===== src/verilog/ub_pkg.sv =====
// Constants, register map and state type of the serial break and control block
package ub_pkg;
  // ==========================================================
  // Register indices (byte address is four times the index)
  localparam logic [9:0] IDX_CTL0 = 10'h2ab;
  localparam logic [9:0] IDX_CTL1 = 10'h2ac;
  localparam logic [9:0] IDX_TXB  = 10'h2a0;
  localparam logic [9:0] IDX_STAT = 10'h2a1;
  localparam logic [9:0] IDX_MASK = 10'h2a2;
  localparam logic [9:0] IDX_BAUD = 10'h2a3;
  localparam logic [9:0] IDX_LIVE = 10'h2a4;
  localparam logic [9:0] IDX_BCLR = 10'h2a5;
  // ==========================================================
  // Field positions
  localparam int C0_BAUD_SPEED_SELECT  = 7;
  localparam int C0_AUTO_BAUD_ENABLE = 6;
  localparam int C0_TRANSMIT_ENABLE_BIT  = 5;
  localparam int C0_RECEIVE_ENABLE_BIT  = 4;
  localparam int C1_ON    = 7;
  localparam int C1_WUE   = 4;
  localparam int C1_BIMD  = 3;
  localparam int C1_BOVR  = 1;
  localparam int C1_SEND_BREAK = 0;
  localparam int ST_BRK   = 0;
  localparam int ST_WAKE  = 1;
  localparam int ST_TXDN  = 2;
  localparam int ST_ABD   = 3;
  // ==========================================================
  // Modes
  localparam logic [3:0] MODE_7B     = 4'h1;
  localparam logic [3:0] MODE_ODD    = 4'h2;
  localparam logic [3:0] MODE_EVEN   = 4'h3;
  localparam logic [3:0] MODE_ADDR   = 4'h4;
  localparam logic [3:0] MODE_ABDMAX = 4'h7;
  localparam logic [3:0] MODE_DMX    = 4'ha;
  localparam logic [3:0] MODE_LINMS  = 4'hc;
  // ==========================================================
  // Break and timing figures
  localparam int         BRK_ZEROS   = 12;
  localparam logic [3:0] BRK_LEN     = 4'(BRK_ZEROS + 2);
  localparam logic [13:0] BRK_FRAME  = 14'h2000;
  localparam logic [4:0] DET_ASYNC   = 5'h0b;
  localparam logic [4:0] DET_DMX     = 5'h17;
  localparam int         CPB_HI      = 4;
  localparam int         CPB_LO      = 16;
  localparam logic [3:0] PH_HI_LAST  = 4'(CPB_HI - 1);
  localparam logic [3:0] PH_LO_LAST  = 4'(CPB_LO - 1);
  localparam logic [2:0] ABD_EDGES   = 3'h5;
  localparam logic [1:0] RESP_OKAY   = 2'h0;
  localparam logic [1:0] RESP_SLVERR = 2'h2;
  // ==========================================================
  // State
  typedef enum logic [1:0] {
    TX_IDLE  = 2'b00,
    TX_BREAK = 2'b01,
    TX_CHAR  = 2'b10
  } ub_tx_type;

  typedef struct packed {
    logic [7:0]  ctl0;
    logic        on;
    logic        wake_up_enable;
    logic        bimd;
    logic        bovr;
    logic        send_break;
    logic [15:0] bdiv;
    logic [3:0]  mask;
    logic [3:0]  stat;
    logic [8:0]  txb;
    logic        txfull;
    ub_tx_type   st;
    logic [13:0] sh;
    logic [3:0]  cnt;
    logic [15:0] pre;
    logic [3:0]  ph;
    logic        rxp;
    logic [3:0]  rph;
    logic [4:0]  rbits;
    logic        rpend;
    logic [2:0]  abcnt;
    logic        awh;
    logic [11:0] awa;
    logic        wh;
    logic [31:0] wd;
    logic [3:0]  ws;
    logic        bv;
    logic [1:0]  br;
    logic        rv;
    logic [31:0] rd;
    logic [1:0]  rr;
  } ub_state_type;

  // Every field, register reset values included, clears to zero
  localparam ub_state_type UB_STATE_RST = '0;
endpackage


===== src/verilog/ub_serial_ctl.sv =====
// Break generation, break detection and main control of a serial port
// Operation
// - Fixed Break is start bit, twelve zero bits, then stop bit.
// - Break override forces transmit output low; otherwise shifter drives it, or high when idle.
// - Send-break plus transmit enable: buffer write sends Break, then character.
// - Hardware clears send-break after the Break stop bit completes.
// - LIN and DMX modes generate Break themselves; send-break ignored.
// - Send-break is read-only in LIN, DMX and DALI modes.
// - Shift-empty flag shows Break activity like ordinary characters.
// - Break detected after 11 low bit periods, or 23 in DMX.
// - Break flag at threshold if mode bit set, else on return high.
// - Sleep stops the port; only wake-on-break and break override still work.
// - Speed bit picks 4 baud clocks per bit, else 16.
// - Auto-baud waits for 0x55, reads zero when done, locked above 0111.
// - Transmit enabled: pin driven while active, port direction when idle.
// - Clearing enables keeps buffers; buffer-clear controls and port enable low empty them.
// - Four-bit mode field selects character format and protocol.
// - Port enable low holds the serial port in reset.
// - Wake-up: falling receive edge sets wake flag and clears wake enable.
`timescale 1ns/1ps
module ub_serial_ctl
  import ub_pkg::*;
(
  // Clock, reset, enable
  input  wire logic        aclk,
  input  wire logic        aresetn,
  input  wire logic        ce,
  // AXI4-Lite write
  input  wire logic [11:0] awaddr,
  input  wire logic        awvalid,
  output logic             awready,
  input  wire logic [31:0] wdata,
  input  wire logic [3:0]  wstrb,
  input  wire logic        wvalid,
  output logic             wready,
  output logic [1:0]       bresp,
  output logic             bvalid,
  input  wire logic        bready,
  // AXI4-Lite read
  input  wire logic [11:0] araddr,
  input  wire logic        arvalid,
  output logic             arready,
  output logic [31:0]      rdata,
  output logic [1:0]       rresp,
  output logic             rvalid,
  input  wire logic        rready,
  // Serial line and system
  input  wire logic        rxd,
  output logic             txd,
  output logic             tx_oe,
  input  wire logic        port_drive_en,
  input  wire logic        sleep,
  output logic             irq,
  output logic             wake
);

  // ==========================================================
  // Helpers
  function automatic logic is_mapped(input logic [9:0] idx);
    is_mapped = (idx == IDX_CTL0) || (idx == IDX_CTL1) ||
                (idx == IDX_TXB)  || (idx == IDX_STAT) ||
                (idx == IDX_MASK) || (idx == IDX_BAUD) ||
                (idx == IDX_LIVE) || (idx == IDX_BCLR);
  endfunction

  // Returns {length, frame} sent LSB first, padded with idle ones
  function automatic logic [17:0] frame_of(input logic [3:0] md,
                                           input logic [8:0] d);
    logic b9;
    b9 = 1'b0;
    case (md)
      MODE_7B:   frame_of = {4'h9, 5'h1f, 1'b1, d[6:0], 1'b0};
      MODE_ODD:  frame_of = {4'hb, 3'h7, 1'b1, ~^d[7:0], d[7:0], 1'b0};
      MODE_EVEN: frame_of = {4'hb, 3'h7, 1'b1, ^d[7:0], d[7:0], 1'b0};
      MODE_ADDR: frame_of = {4'hb, 3'h7, 1'b1, d[8], d[7:0], 1'b0};
      default:   frame_of = {4'ha, 4'hf, 1'b1, d[7:0], b9};
    endcase
  endfunction

  ub_state_type s;
  ub_state_type n;

  logic [3:0]  mode;
  logic        transmit_enable_bit;
  logic        receive_enable_bit;
  logic        run;
  logic        tick;
  logic [3:0]  ph_last;
  logic        auto_brk;
  logic [4:0]  brk_thr;
  logic        rx_fall;
  logic        wr_go;
  logic        rd_go;
  logic        txe;
  logic [9:0]  wr_idx;
  logic [9:0]  rd_idx;

  assign mode     = s.ctl0[3:0];
  assign transmit_enable_bit     = s.ctl0[C0_TRANSMIT_ENABLE_BIT];
  assign receive_enable_bit     = s.ctl0[C0_RECEIVE_ENABLE_BIT];
  // Sleep freezes the baud clock, so no serial timing advances
  assign run      = s.on & ~sleep;
  assign tick     = run & (s.pre == 16'h0000);
  assign ph_last  = s.ctl0[C0_BAUD_SPEED_SELECT] ? PH_HI_LAST : PH_LO_LAST;
  assign auto_brk = (mode == MODE_LINMS) || (mode == MODE_DMX);
  assign brk_thr  = (mode == MODE_DMX) ? DET_DMX : DET_ASYNC;
  assign rx_fall  = s.rxp & ~rxd;
  assign wr_go    = s.awh & s.wh & ~s.bv;
  assign rd_go    = arvalid & ~s.rv;
  assign txe      = (s.st == TX_IDLE);
  assign wr_idx   = s.awa[11:2];
  assign rd_idx   = araddr[11:2];

  // ==========================================================
  // Next state
  always_comb begin
    logic [3:0]  ev;
    logic [3:0]  clr;
    logic        ab_now;
    logic [31:0] rv_d;
    ev     = 4'h0;
    clr    = 4'h0;
    ab_now = 1'b0;
    rv_d   = 32'h0;
    n      = s;

    // Baud prescaler
    if (!run || tick) begin
      n.pre = s.bdiv;
    end else begin
      n.pre = s.pre - 16'h0001;
    end

    // Transmitter
    unique case (s.st)
      TX_IDLE: begin
        if (run && transmit_enable_bit && s.txfull) begin
          n.ph = 4'h0;
          if (auto_brk || s.send_break) begin
            n.st  = TX_BREAK;
            n.sh  = BRK_FRAME;
            n.cnt = BRK_LEN;
          end else begin
            {n.cnt, n.sh} = frame_of(mode, s.txb);
            n.st          = TX_CHAR;
            n.txfull      = 1'b0;
          end
        end
      end
      TX_BREAK, TX_CHAR: begin
        if (tick) begin
          if (s.ph == ph_last) begin
            n.ph  = 4'h0;
            n.sh  = {1'b1, s.sh[13:1]};
            n.cnt = s.cnt - 4'h1;
            if (s.cnt == 4'h1) begin
              if (s.st == TX_BREAK) begin
                n.send_break       = 1'b0;
                {n.cnt, n.sh} = frame_of(mode, s.txb);
                n.txfull      = 1'b0;
                n.st          = TX_CHAR;
              end else begin
                n.st         = TX_IDLE;
                ev[ST_TXDN]  = 1'b1;
              end
            end
          end else begin
            n.ph = s.ph + 4'h1;
          end
        end
      end
      default: n.st = TX_IDLE;
    endcase

    // Break detector; any high sample restarts the run
    n.rxp = rxd;
    if (rxd || !(run && receive_enable_bit && !s.wake_up_enable)) begin
      n.rph   = 4'h0;
      n.rbits = 5'h00;
      if (rxd && s.rpend) begin
        ev[ST_BRK] = 1'b1;
        n.rpend    = 1'b0;
      end
    end else if (tick) begin
      if (s.rph == ph_last) begin
        n.rph = 4'h0;
        if (s.rbits != brk_thr) begin
          n.rbits = s.rbits + 5'h01;
        end
        if (s.rbits == brk_thr - 5'h01) begin
          if (s.bimd) begin
            ev[ST_BRK] = 1'b1;
          end else begin
            n.rpend = 1'b1;
          end
        end
      end else begin
        n.rph = s.rph + 4'h1;
      end
    end

    // Wake edge is seen even in sleep
    if (s.on && s.wake_up_enable && rx_fall) begin
      ev[ST_WAKE] = 1'b1;
      n.wake_up_enable       = 1'b0;
    end

    // Auto-baud: sync 0x55 gives five falling edges; rate capture not kept
    if (!(s.on && s.ctl0[C0_AUTO_BAUD_ENABLE])) begin
      n.abcnt = 3'h0;
    end else if (run && rx_fall) begin
      if (s.abcnt == ABD_EDGES - 3'h1) begin
        n.ctl0[C0_AUTO_BAUD_ENABLE] = 1'b0;
        ev[ST_ABD]       = 1'b1;
        n.abcnt          = 3'h0;
      end else begin
        n.abcnt = s.abcnt + 3'h1;
      end
    end

    // Register writes; software lands after the hardware clears above, but the port-off reset below lands after it
    if (awvalid && !s.awh) begin
      n.awh = 1'b1;
      n.awa = awaddr;
    end
    if (wvalid && !s.wh) begin
      n.wh = 1'b1;
      n.wd = wdata;
      n.ws = wstrb;
    end
    if (wr_go) begin
      n.awh = 1'b0;
      n.wh  = 1'b0;
      n.bv  = 1'b1;
      n.br  = is_mapped(wr_idx) ? RESP_OKAY : RESP_SLVERR;
      if (s.ws[0]) begin
        case (wr_idx)
          IDX_CTL0: begin
            ab_now = n.ctl0[C0_AUTO_BAUD_ENABLE];
            n.ctl0 = s.wd[7:0];
            if (mode > MODE_ABDMAX) begin
              n.ctl0[C0_AUTO_BAUD_ENABLE] = ab_now;
            end
          end
          IDX_CTL1: begin
            n.on   = s.wd[C1_ON];
            n.wake_up_enable  = s.wd[C1_WUE];
            n.bimd = s.wd[C1_BIMD];
            n.bovr = s.wd[C1_BOVR];
            if (!mode[3]) begin
              n.send_break = s.wd[C1_SEND_BREAK];
            end
          end
          IDX_TXB: begin
            if (!s.txfull) begin
              n.txb    = s.wd[8:0];
              n.txfull = 1'b1;
            end
          end
          IDX_STAT: clr = s.wd[3:0];
          IDX_MASK: n.mask = s.wd[3:0];
          IDX_BAUD: n.bdiv[7:0] = s.wd[7:0];
          IDX_BCLR: begin
            if (s.wd[0]) begin
              n.txfull = 1'b0;
            end
            if (s.wd[1]) begin
              n.rpend = 1'b0;
              n.rbits = 5'h00;
            end
          end
          default: ;
        endcase
      end
      if (s.ws[1] && wr_idx == IDX_BAUD) begin
        n.bdiv[15:8] = s.wd[15:8];
      end
    end
    if (s.bv && bready) begin
      n.bv = 1'b0;
    end

    // Port disabled: serial logic held in reset, registers kept
    if (!s.on) begin
      n.st     = TX_IDLE;
      n.txfull = 1'b0;
      n.ph     = 4'h0;
      n.rph    = 4'h0;
      n.rbits  = 5'h00;
      n.rpend  = 1'b0;
    end

    // Set wins over a write-one clear in the same cycle
    n.stat = (s.stat & ~clr) | ev;

    // Register reads
    case (rd_idx)
      IDX_CTL0: rv_d[7:0] = s.ctl0;
      IDX_CTL1: rv_d[7:0] = {s.on, 2'b00, s.wake_up_enable, s.bimd, 1'b0, s.bovr, s.send_break};
      IDX_TXB:  rv_d[8:0] = s.txb;
      IDX_STAT: rv_d[3:0] = s.stat;
      IDX_MASK: rv_d[3:0] = s.mask;
      IDX_BAUD: rv_d[15:0] = s.bdiv;
      IDX_LIVE: rv_d[3:0] = {s.rpend, rxd, s.txfull, txe};
      default:  rv_d = 32'h0;
    endcase
    if (rd_go) begin
      n.rv = 1'b1;
      n.rd = rv_d;
      n.rr = is_mapped(rd_idx) ? RESP_OKAY : RESP_SLVERR;
    end else if (s.rv && rready) begin
      n.rv = 1'b0;
    end
  end

  always_ff @(posedge aclk) begin
    if (!aresetn) begin
      s <= UB_STATE_RST;
    end else if (ce) begin
      s <= n;
    end
  end

  // ==========================================================
  // Outputs
  assign awready = ~s.awh;
  assign wready  = ~s.wh;
  assign bvalid  = s.bv;
  assign bresp   = s.br;
  assign arready = ~s.rv;
  assign rvalid  = s.rv;
  assign rdata   = s.rd;
  assign rresp   = s.rr;
  // Low is the non-idle level of the line
  assign txd     = s.bovr ? 1'b0 : (txe ? 1'b1 : s.sh[0]);
  assign tx_oe   = (transmit_enable_bit && !txe) ? 1'b1 : port_drive_en;
  assign irq     = |(s.stat & s.mask);
  assign wake    = s.stat[ST_WAKE] & s.mask[ST_WAKE];
endmodule // ub_serial_ctl


===== config.mk =====
export PLATFORM = sky130hd
export DESIGN_NAME = ub_serial_ctl
export DESIGN_NICKNAME = d
export VERILOG_FILES = /design/src/verilog/ub_pkg.sv /design/src/verilog/ub_serial_ctl.sv
export SDC_FILE = /design/constraint.sdc
export NUM_CORES = 1
export LEC_CHECK = 0
export BUFFER_PORTS_ARGS = -buffer_cell sky130_fd_sc_hd__buf_2
export CAP_MARGIN = 30
export CORE_MARGIN = 2
export CORE_UTILIZATION = 45
export DETAILED_ROUTE_END_ITERATION = 16
export PLACE_DENSITY_LB_ADDON = 0.2
export SLEW_MARGIN = 20
export SYNTH_ARGS = -nofsm -noshare
export SYNTH_HDL_FRONTEND = slang
export SYNTH_SLANG_ARGS = --single-unit

===== constraint.sdc =====
create_clock -name aclk -period 3.8 [get_ports aclk]
set_clock_uncertainty 0.1 [all_clocks]
set_input_delay 0.38 -clock aclk [delete_from_list [all_inputs] [get_ports aclk]]
set_output_delay 0.38 -clock aclk [all_outputs]
set_load 0.01 [all_outputs]

======== Word level (Yosys, flattened, before mapping) ========
Index checks and enable logic that the tools add are counted.
storage, ports and cells
  logic and storage cells ................. 265
  RAM bits ................................ 0
  memories kept ........................... 0
  bits in latches ......................... 0
  register bits after elaboration ......... 173
  ROM bits ................................ 0
  input bits .............................. 71
  output and inout bits ................... 45
operators by class
  shift-type cells ........................ 0
  $mul .................................... 0
  reduce and logical (&&, ||, !) cells .... 69
  $add $sub $neg .......................... 7
  bitwise operators ....................... 18
  multiplexer cells ....................... 97
  divide/modulo/power cells ............... 0
  equality and inequality tests ........... 40
  order comparisons ....................... 1
operator list
  cell                   number
  $eq 10x10->1 const B   16
  $mux 21                4
  $pmux 16 s4            1
  $mux 1                 43
  $mux 4                 10
  $mux 37                1
  $pmux 18 s2            1
  $mux 32                1
  $mux 10                3
  $mux 6                 5
  $pmux 4 s7             1
  $mux 12                2
  $mux 20                1
  $reduce_and 2->1       10
  $reduce_and 4->1       5
  $logic_or 1x1->1       18
  $mux 18                1
  $logic_not 16->1       1
  $mux 16                1
  $mux 8                 2
  $pmux 4 s4             1
  $sub 16x1->16 const B  1
  $logic_and 1x1->1      15
  $mux 3                 5
  other kinds (42)       83

======== Longest topological paths before layout ========
Gate-level depths: netlist of the first run.
  depth in word-level cells ............... 13
  mapped depth ............................ 9

======== Least setup slack after synthesis of the first run ========
No wires, ideal clock.
  path type ............................... register to register
  start point ............................. register s[110] (netlist bit)
  end point ............................... register s[129] (netlist bit)
  setup slack ............................. 1377 ps
  data arrival time ....................... 2195 ps
  clock period less this slack ............ 2423 ps
  stages on the path, launching flop included .. 9
  path through ............................ dfxtp_1 -> buf_6 -> or4_4 -> nor4_4 -> nand2_2 -> a21o_1 -> buf_6 -> a222oi_1 -> nor2_1
on the way
  cells in the longest elaborated chain, start to end .. 4
ends and longest elaborated chain
  what                        line                  source
  start: declaration          ub_serial_ctl.sv:80   ub_state_type s;
  start signal: assignment    ub_serial_ctl.sv:320  s <= n;
  $logic_not 16->1            ub_serial_ctl.sv:103  assign tick = run & (s.pre == 16'h0000);
  $and 1x1->1                 ub_serial_ctl.sv:103
  $ne 2x2->1 (no line)        --
  $reduce_and 5->1 (no line)  --
No other way between the ends.
A chain may end at the register's enable or synchronous reset.

======== Worst setup path after layout of the first run ========
  start point ............................. register s[106] (netlist bit)
  end point ............................... register s[124] (netlist bit)
Same word-level chain as after synthesis.

==> summary.md, run 1 <==
| Metric | Value |
|---|---|
| Status | `finished clean` |
| Drt first pass iters | `8` |
| Via density | `5.66` |
| Postcts setup bufs | `0` |
| CP max stage delay | `710 ps` |
| Filler cell count | `1,720` |
| Post-synth cell types | `68` |
| Max cap viols | `0` |
| Peak supply drop | `0.315 mV` |
| WL/cell | `17.0 um` |
| Pleak | `3.13 nW` |
| P_int | `2.61 mW` |
| Synth cell count leaders | `dfxtp_1, nand2_1, nor2_1, a21oi_1, o21ai_0` |
| I/O pin total | `116` |
| Die height | `136 um` |
| Ys Warns | `0` |
| Most numerous cell in the Yosys netlist | `dfxtp_1` |
| Worst setup path class | `register to register` |
| Min-Delay Path Class | `input port to register` |
| Final Cycle Share | `77.6%` |
| Clock Latency Late Sink | `430 ps` |
| Post-synth EDFFs | `0` |
| Max_slew headroom | `39.0%` |
| Crit. End Element | `register` |
| Largest net degree at the start of global routing | `72` |
| Final setup fails | `0` |
| WP data required | `4060 ps` |
| Sink Count | `151` |
| Top_reg_cell synth | `dfxtp_1` |
| Post-synth design cell area | `7830 um2` |
| Post-layout min period | `2950 ps` |
| CP Max Fanout | `12` |
| Reg clk slew, reported paths | `70 ps` |
| Total grt overflow | `0` |
| Total track usage | `23.0%` |
| Global placer's final weighted congestion | `0.887` |
| DRT iter0 DRCs | `515` |
| Crit path max-delay cell type | `nor4_4` |
| Initial antenna violation count | `0` |
| Unrepaired setup endpoints after global routing | `no` |
| Top cell family by delay on the critical path | `simple AND/OR/NAND/NOR gates` |
| Num CTS Buffers | `17` |
| Starting density of the core | `45.6%` |
| Worst-path cell chain | `inv_1 -> ha_1 -> or3b_2 -> nor4_4 -> nand3_2 -> nor4_4 -> a32oi_1 -> o22ai_1` |
| Vias | `7,016` |
| Post-DP HPWL | `15,000 um` |
| Site row count | `48` |
| CP bufs+invs | `1` |
| Global-route wire length before repair | `33,100 um` |
| Cts hold-fix bufs | `0` |
| Die area | `18,500 um2` |
| P&R area growth vs syn | `11.9%` |
| CTS H-tree depth | `4` |
| Drc violations | `0` |
| Total power | `3.55 mW` |
| Core area | `17,200 um2` |
| Area contributors post-synth | `dfxtp_1, nand2_1, mux2i_1` |
| P_sw | `941 uW` |
| CP arrival | `3210 ps` |
| Max-slew violations | `0` |
| Endpoints failing hold | `0` |
| CTS max path bufs | `2` |
| Synth area leader | `dfxtp_1` |
| Logic gate share of total power | `5.6%` |
| Vias in the first global route | `6,115` |
| Syn avg cell area | `8.06 um2` |
| Share of cells above drive strength 1 | `14.0%` |
| Final TNS setup | `0 ps` |
| Root Driver | `clkbuf_16` |
| FMAX | `339 MHz` |
| Yosys reg bits | `151` |
| Final ANT Viol Nets | `0` |
| Final #Nets | `1,085` |
| Seq pwr share | `45.7%` |
| Mapped Cells | `971` |
| Sequential-to-total area share from yosys stat | `38.6%` |
| Share of the synthesized area in the top cell type | `38.6%` |
| Sw Ratio | `26.5%` |
| Crit start category | `register` |
| Resized Gates After CTS | `0` |
| Pwr Density | `406 nW/um2` |
| Slew @ Worst Pin | `902 ps` |
| Clk pwr share | `48.7%` |
| IO buf count | `75` |
| N_diodes | `0` |
| Final wirelength | `21,100 um` |
| Ys async rst share | `0%` |
| CTS tree | `done` |
| Crit path top cell by count | `nor4_4` |
| Die Wd | `136 um` |
==> registers in the layout, indices dropped and copies added (netlist names) <==
register,count
rdata,16
bresp,1
rvalid,1
s,126
bvalid,1
rresp,1
receive_enable_bit,1
mode,4
==> worst paths after layout <==
path / startpoint / to / slack (ps) / cells past startpoint
max: s[106] / s[124] / 850 / 8
min: awaddr[11] / s[86] / 80 / 3
max reg2reg: s[106] / s[124] / 850 / 8
min reg2reg: s[84] / s[84] / 350 / 2
==> layer usage <==
metal,vias up,global-route usage [%],wire [um],share of wire (%)
met3,30,4.62,1460,6.9
met2,269,33.5,9010,43
met4,0,7.18,438,2.1
met1,3238,34.0,10200,48
li1,3479,-,-,-
met5,-,0,0,0
==> cell type report <==
type | count | area [um2] | area share, %
Sequential cell | 151 | 3020 | 34.5
Inverter | 29 | 111 | 1.27
Timing Repair Buffer | 86 | 470 | 5.37
Clock inverter | 15 | 188 | 2.14
Multi-Input combinational cell | 717 | 4260 | 48.7
Tap cell | 225 | 282 | 3.21
Clock buffer | 17 | 425 | 4.85
==> worst min-delay path, cell delays in order <==
cell	delay [ps]
buf_2	90
nand2_1	40
a21oi_1	50
==> cells by family after synthesis <==
family / synth area share, %
and+or+nand+nor: 25.5
AOI/OAI and AO/OA: 18.5
DFF: 38.6
buffers and inverters: 7.75
muxes: 6.18
xor gates and xnor gates: 1.45
adders and majority gates: 1.92
other: 0.0479
==> cell usage in the layout, fill, tap and decap left out, types with 18 or more instances in the layout <==
cell       n
dfxtp_1  151
conb_1    18
a21oi_1   86
nor2_1    92
buf_2     75
mux2i_1   45
inv_1     28
nand2_1  137
o21ai_0   53
nand3_1   34
nor3_1    23
==> power by group through the flow <==
| stage | combinational (mW) | sequential, mW | clock [mW] |
|---|---|---|---|
| after global placement | 0.196 | 1.66 | 0 |
| after global routing | 0.220 | 1.63 | 1.82 |
| after floorplan | 0.148 | 1.65 | 0 |
| after detailed placement | 0.198 | 1.66 | 0 |
| after CTS | 0.198 | 1.63 | 1.75 |
| final | 0.198 | 1.63 | 1.73 |
==> through the flow <==
step	hold slack (ps)	util [%]	cells	area, um2	setup WS, ps
finish	76.6	51.0	1240	8760	851
global placement	338	47.5	1208	8150	944
CTS	68.9	51.0	1240	8760	897
detailed placement	341	47.5	1208	8150	914
global route	72.8	51.0	1240	8760	665
floorplan	331	-	988	7890	1380
No activity file was read; power rests on OpenSTA's default activity.
==> inputs of run 2 (changes only) <==
==> constraint.sdc (replaced) <==
create_clock -name aclk -period 2.5 [get_ports aclk]
set_clock_uncertainty 0.1 [all_clocks]
set_input_delay 0.25 -clock aclk [delete_from_list [all_inputs] [get_ports aclk]]
set_output_delay 0.25 -clock aclk [all_outputs]
set_load 0.01 [all_outputs]
==> summary.md, run 2 (synthesis results as in run 1) <==
| Metric | Value |
|---|---|
| Worst setup path class | `register to register` |
| Die Wd | `136 um (unchanged)` |
| CTS tree | `done` |
| Slew @ Worst Pin | `669 ps (-233 ps)` |
| Drt first pass iters | `6 (-2)` |
| Sw Ratio | `25.5% (-0.96 points)` |
| Pleak | `3.58 nW (+15%)` |
| Global-route wire length before repair | `34,300 um (+3.5%)` |
| Largest register FFs | `126 (unchanged)` |
| Post-layout min period | `2400 ps (-553 ps)` |
| Max cap viols | `0 (unchanged)` |
| CP max stage delay | `520 ps (-190 ps)` |
| Unrepaired setup endpoints after global routing | `no` |
| Max-slew violations | `0 (unchanged)` |
| Sink Count | `151 (unchanged)` |
| Final hold slack | `40.7 ps (-35.9 ps)` |
| FMAX | `417 MHz (+23%)` |
| Max_slew headroom | `55.3% (+16 points)` |
| Critical R2R Capture | `s[127]` |
| R2r setup slk | `100 ps (-750 ps)` |
| P&R area growth vs syn | `22.2%` |
| WL/cell | `16.3 um (-4.4%)` |
| Top reg by flops | `s` |
| Pwr Density | `579 nW/um2 (+43%)` |
| IO buf count | `75 (unchanged)` |
| Drc violations | `0 (unchanged)` |
| Global placer's final weighted congestion | `0.977 (+10%)` |
| Initial antenna violation count | `0 (unchanged)` |
| I/O pin total | `116 (unchanged)` |
| Logic gate share of total power | `6.6% (+1.0 points)` |
| Worst reg-to-reg path cell count | `6 (-2)` |
| Seq pwr share | `44.6% (-1.1 points)` |
| Crit. End Element | `register` |
| Inst Count DP | `1,268 (+5.0%)` |
| Total power | `5.54 mW (+56%)` |
| P_int | `4.13 mW (+58%)` |
| P_sw | `1.41 mW (+50%)` |
| Worst r2r src | `s[180]` |
| Multi-input combinational cell area | `4290 um2 (+0.56%)` |
| Commonest non-fill, non-tap cells in the layout | `dfxtp_1, nand2_1, nor2_1` |
| Num CTS Buffers | `17 (unchanged)` |
| CTS H-tree depth | `4 (unchanged)` |
| CTS max path bufs | `2 (unchanged)` |
| Core area | `17,200 um2 (unchanged)` |
| Largest net degree at the start of global routing | `54 (-25%)` |
| Final TNS setup | `0 ps (unchanged)` |
| Worst hold start | `bready` |
| Commonest non-fill, non-tap cell in the layout | `dfxtp_1` |
| Vias | `7,355 (+4.8%)` |
| Die area | `18,500 um2 (unchanged)` |
| Clk pwr share | `48.8% (about the same)` |
| Die height | `136 um (unchanged)` |
| Via density | `5.53 (-2.2%)` |
| Share of cells above drive strength 1 | `18.8% (+4.9 points)` |
| Status | `finished clean` |
| Clock Latency Late Sink | `420 ps (about the same)` |
| Min-Delay Path Class | `input port to register` |
| Worst hold path depth | `4 (+1)` |
| DRT iter0 DRCs | `564 (+9.5%)` |
| N_diodes | `0 (unchanged)` |
| Final #Nets | `1,174 (+8.2%)` |
| CP arrival | `2610 ps (-600 ps)` |
| Crit start category | `register` |
| Endpoints failing hold | `0 (unchanged)` |
| CP bufs+invs | `0 (-1)` |
| Final ANT Viol Nets | `0 (unchanged)` |
| CP Max Fanout | `9 (-3)` |
| Reg clk slew, reported paths | `70 ps (about the same)` |
| Final Cycle Share | `95.8% (+18 points)` |
| Crit path max-delay cell type | `dfxtp_1` |
| Filler cell count | `1,627 (-5.4%)` |
| Site row count | `48 (unchanged)` |
| Worst-path cell chain | `and4b_1 -> o21ai_0 -> a211o_1 -> a21o_2 -> a222oi_1 -> nor2_1` |
| Top cell family by delay on the critical path | `compound AO/OA/AOI/OAI gates` |
| Peak supply drop | `0.395 mV (+25%)` |
| Fin cells | `1,329 (+7.2%)` |
| Post-DP HPWL | `15,800 um (+4.8%)` |
| Total track usage | `23.6% (+0.60 points)` |
| Final setup fails | `0 (unchanged)` |
| Starting density of the core | `45.6% (unchanged)` |
| Total grt overflow | `0 (unchanged)` |
| Vias in the first global route | `6,601 (+7.9%)` |
| Util after Layout | `55.7% (+4.7 points)` |
| Register area | `3020 um2 (unchanged)` |
| Final wirelength | `21,600 um (+2.5%)` |
| Root Driver | `clkbuf_16` |
| WP data required | `2710 ps (-1350 ps)` |
| Hold Path End | `bvalid` |
## run 2: worst register-to-register path: stages, from the launching register on
cell      delay [ps]
dfxtp_1          520
and4b_1          370
o21ai_0          140
a211o_1          410
a21o_2           300
a222oi_1         370
nor2_1            70
## run 2: what timing repair did
action / CTS / global route
endpoints found under the hold margin: 29 / 0
buffers inserted: 0 / 0
setup endpoints to repair: 0 / 20
resized for setup: 0 / 8
hold buffers: 29 / 0
## run 2: worst max path at each step
| stage | startpoint | endpoint | slack (ps) | cells after the start |
|---|---|---|---|---|
| 2_1_floorplan | s[110] | s[129] | 80 | 8 |
| 3_3_place_gp | s[121] | s[122] | 70 | 8 |
| 3_5_place_dp | s[121] | s[129] | 70 | 7 |
| 4_1_cts | s[121] | s[122] | 50 | 8 |
| 5_1_grt | s[114] | s[140] | 9 | 8 |
| 6_report | s[180] | s[127] | 100 | 6 |
## run 2: power groups by stage
stage,logic (mW),clock network [mW],registers (mW)
2_1_floorplan,0.225,0,2.51
3_3_place_gp,0.326,0,2.52
3_5_place_dp,0.328,0,2.52
4_1_cts,0.363,2.74,2.47
5_1_grt,0.406,2.84,2.47
6_report,0.366,2.70,2.47
## run 2: layout make-up
type	count	share of cell area (%)
clock buffers	17	4.45
clock inverters	15	2.10
inverters	29	1.16
multi-input cells	717	44.8
flip-flops and latches	151	31.6
well taps	225	2.94
repair buffers	175	13.0
## run 2: routing by layer
layer	part of all wire, %	global-route usage [%]	vias to the layer above
met4	1.8	6.60	0
li1	-	-	3655
met1	48	33.5	3450
met2	45	36.6	222
met5	0	0	-
met3	5.7	4.62	28
## run 2: per-stage QoR
step / cell area (um2) / setup WS (ps)
2_1_floorplan: 7890 / 77.3
3_3_place_gp: 8630 / 67.7
3_5_place_dp: 8630 / 65.8
4_1_cts: 9540 / 46.7
5_1_grt: 9570 / 9.10
6_report: 9570 / 104
==> inputs of run 3 (changes only) <==
--- a/config.mk
+++ b/config.mk
@@ -6,7 +6,8 @@
 export NUM_CORES = 1
 export LEC_CHECK = 0
 export BUFFER_PORTS_ARGS = -buffer_cell sky130_fd_sc_hd__buf_2
-export CAP_MARGIN = 30
+export CAP_MARGIN = 5
+export CORE_ASPECT_RATIO = 0.75
 export CORE_MARGIN = 2
 export CORE_UTILIZATION = 45
 export DETAILED_ROUTE_END_ITERATION = 16
==> summary.md, run 3 (synthesis results as in run 1) <==
| Metric | Value |
|---|---|
| Status | `finished clean` |
| N_diodes | `0 (unchanged)` |
| Die height | `118 um (-13%)` |
| P_sw | `1.50 mW (+5.9%)` |
| Global-route wire length before repair | `36,000 um (+5.0%)` |
| Setup crit start | `s[118]` |
| Worst r2r src | `s[118]` |
| Crit path capture | `s[132]` |
| Sink Count | `151 (unchanged)` |
| Crit path max-delay cell type | `or4_4` |
| Design area | `9560 um2 (-0.14%)` |
| Crit start category | `register` |
| Drt first pass iters | `5 (-1)` |
| Worst reg-to-reg path cell count | `7 (+1)` |
| Final #Nets | `1,172 (-0.17%)` |
| Core area | `16,900 um2 (-1.4%)` |
| Final hold slack | `16.1 ps (-24.6 ps)` |
| Die Wd | `156 um (+15%)` |
| Met3 WL | `1730 um (+41%)` |
| FMAX | `421 MHz (+0.82%)` |
| Commonest non-fill, non-tap cell in the layout | `dfxtp_1` |
| Seq pwr share | `44.6% (about the same)` |
| Sw Ratio | `27.0% (+1.5 points)` |
| Top Metal Used | `met5` |
| Register area | `3020 um2 (unchanged)` |
| Placed Area | `8560 um2 (-0.78%)` |
| Starting density of the core | `46.3% (+0.67 points)` |
| Filler cell count | `1,557 (-4.3%)` |
| Vias in the first global route | `6,800 (+3.0%)` |
| Pleak | `3.56 nW (-0.61%)` |
| DR WL met2 | `9470 um (-2.4%)` |
| Final Cycle Share | `95.0% (-0.78 points)` |
| Global placer's final weighted congestion | `0.855 (-12%)` |
| Clock Latency Late Sink | `450 ps (+30 ps)` |
| Max-slew violations | `0 (unchanged)` |
| Slew @ Worst Pin | `783 ps (+114 ps)` |
| Min-Delay Path Class | `input port to register` |
| Crit. End Element | `register` |
| Multi-input combinational cell area | `4330 um2 (+0.99%)` |
| Share of cells above drive strength 1 | `19.0% (+0.12 points)` |
| Post-layout min period | `2380 ps (-19.4 ps)` |
| CTS tree | `done` |
| Reg clk slew, reported paths | `70 ps (about the same)` |
| Max cap viols | `0 (unchanged)` |
| Final wirelength | `22,400 um (+3.7%)` |
| Largest net degree at the start of global routing | `58 (+7.4%)` |
| R2r setup slk | `120 ps (+20 ps)` |
| CP bufs+invs | `1 (+1)` |
| P&R area growth vs syn | `22.1%` |
| Post-Route M1 WL | `10,900 um (+5.6%)` |
| CTS max path bufs | `2 (unchanged)` |
| Top cell family by delay on the critical path | `simple AND/OR/NAND/NOR gates` |
| CP max stage delay | `590 ps (+70 ps)` |
| Final ANT Viol Nets | `0 (unchanged)` |
| CP Max Fanout | `8 (-1)` |
| Vias | `7,456 (+1.4%)` |
| CP arrival | `2580 ps (-30 ps)` |
| Final setup fails | `0 (unchanged)` |
| Site row count | `41 (-15%)` |
| Peak supply drop | `0.380 mV (-3.8%)` |
| P_int | `4.04 mW (-2.1%)` |
| Worst path depth | `7 (+1)` |
| Initial antenna violation count | `1 (+1)` |
| Post-DP HPWL | `15,900 um (+0.67%)` |
| Endpoints failing hold | `0 (unchanged)` |
| Commonest non-fill, non-tap cells in the layout | `dfxtp_1, nand2_1, nor2_1` |
| Top reg by flops | `s` |
| IO buf count | `75 (unchanged)` |
| Worst setup path class | `register to register` |
| Total grt overflow | `0 (unchanged)` |
| Largest register FFs | `126 (unchanged)` |
| Num CTS Buffers | `17 (unchanged)` |
| Logic gate share of total power | `6.5% (about the same)` |
| WP data required | `2710 ps (about the same)` |
| Root Driver | `clkbuf_16` |
| Critical R2R Capture | `s[132]` |
| Via density | `5.66 (+2.3%)` |
| DRT iter0 DRCs | `745 (+32%)` |
| CTS H-tree depth | `4 (unchanged)` |
| Worst-path cell chain | `or4_4 -> nor4_4 -> buf_4 -> nand2_4 -> a21o_4 -> a222oi_1 -> nor2_1` |
| Total track usage | `24.6% (+0.98 points)` |
| I/O pin total | `116 (unchanged)` |
| Max_slew headroom | `47.6% (-7.6 points)` |
| Die area | `18,500 um2 (about the same)` |
| Pwr Density | `579 nW/um2 (about the same)` |
| Clk pwr share | `48.8% (about the same)` |
| WL/cell | `17.0 um (+4.6%)` |
| Drc violations | `0 (unchanged)` |
[run 3: worst min path at each step]
stage	startpoint	to	slack, ps	depth (start not counted)
2_1_floorplan	awaddr[7]	s[82]	290	2
3_3_place_gp	rdata[14]	rdata[14]	340	2
3_5_place_dp	rdata[10]	rdata[10]	340	2
4_1_cts	bready	bvalid	4	4
5_1_grt	bready	bvalid	60	4
6_report	bready	bvalid	20	4
[run 3: area by class of cell]
class,instances,area share (%)
timing repair buffer,172,12.5
clock buffer,17,4.45
multi-input combinational,718,45.3
clock inverter,15,2.15
inverter,29,1.17
sequential,151,31.6
tap,215,2.81
[run 3: what timing repair did]
item                       4_1_cts  5_1_grt
hold buffers                    29        0
resized for setup                2       15
buffers inserted                 0        1
cloned                           0        1
hold endpoints to repair        29        0
pin swaps                        0       10
setup endpoints to repair       12       23
[run 3: stage by stage]
step                util, %  setup WS, ps  power, mW  std cells  setup TNS [ps]
finish                 56.5           124       5.54       1317               0
global placement       50.6         -8.15       2.84       1254           -8.15
floorplan                 -          77.3       2.74        988               0
global route           56.5         -3.51       5.71       1317           -4.91
detailed placement     50.6         -43.2       2.85       1254            -267
CTS                    56.0          2.48       5.57       1315               0
[run 3: routing by layer]
layer  track usage, %  vias to the layer above
met3             5.83                       35
met5                0                        -
met1             36.8                     3494
li1                 -                     3650
met4             6.54                        2
met2             35.1                      275
[run 3: power groups by stage]
stage / clock, mW / sequential [mW] / combinational [mW]
finish: 2.70 / 2.47 / 0.361
global route: 2.84 / 2.47 / 0.401
CTS: 2.74 / 2.47 / 0.356
detailed placement: 0 / 2.53 / 0.321
global placement: 0 / 2.52 / 0.319
floorplan: 0 / 2.51 / 0.225
[run 3: tightest hold or removal path, stage by stage]
cell and delay (ps):
buf_2 90, nand2_1 50, a21oi_1 60, nor2_1 70
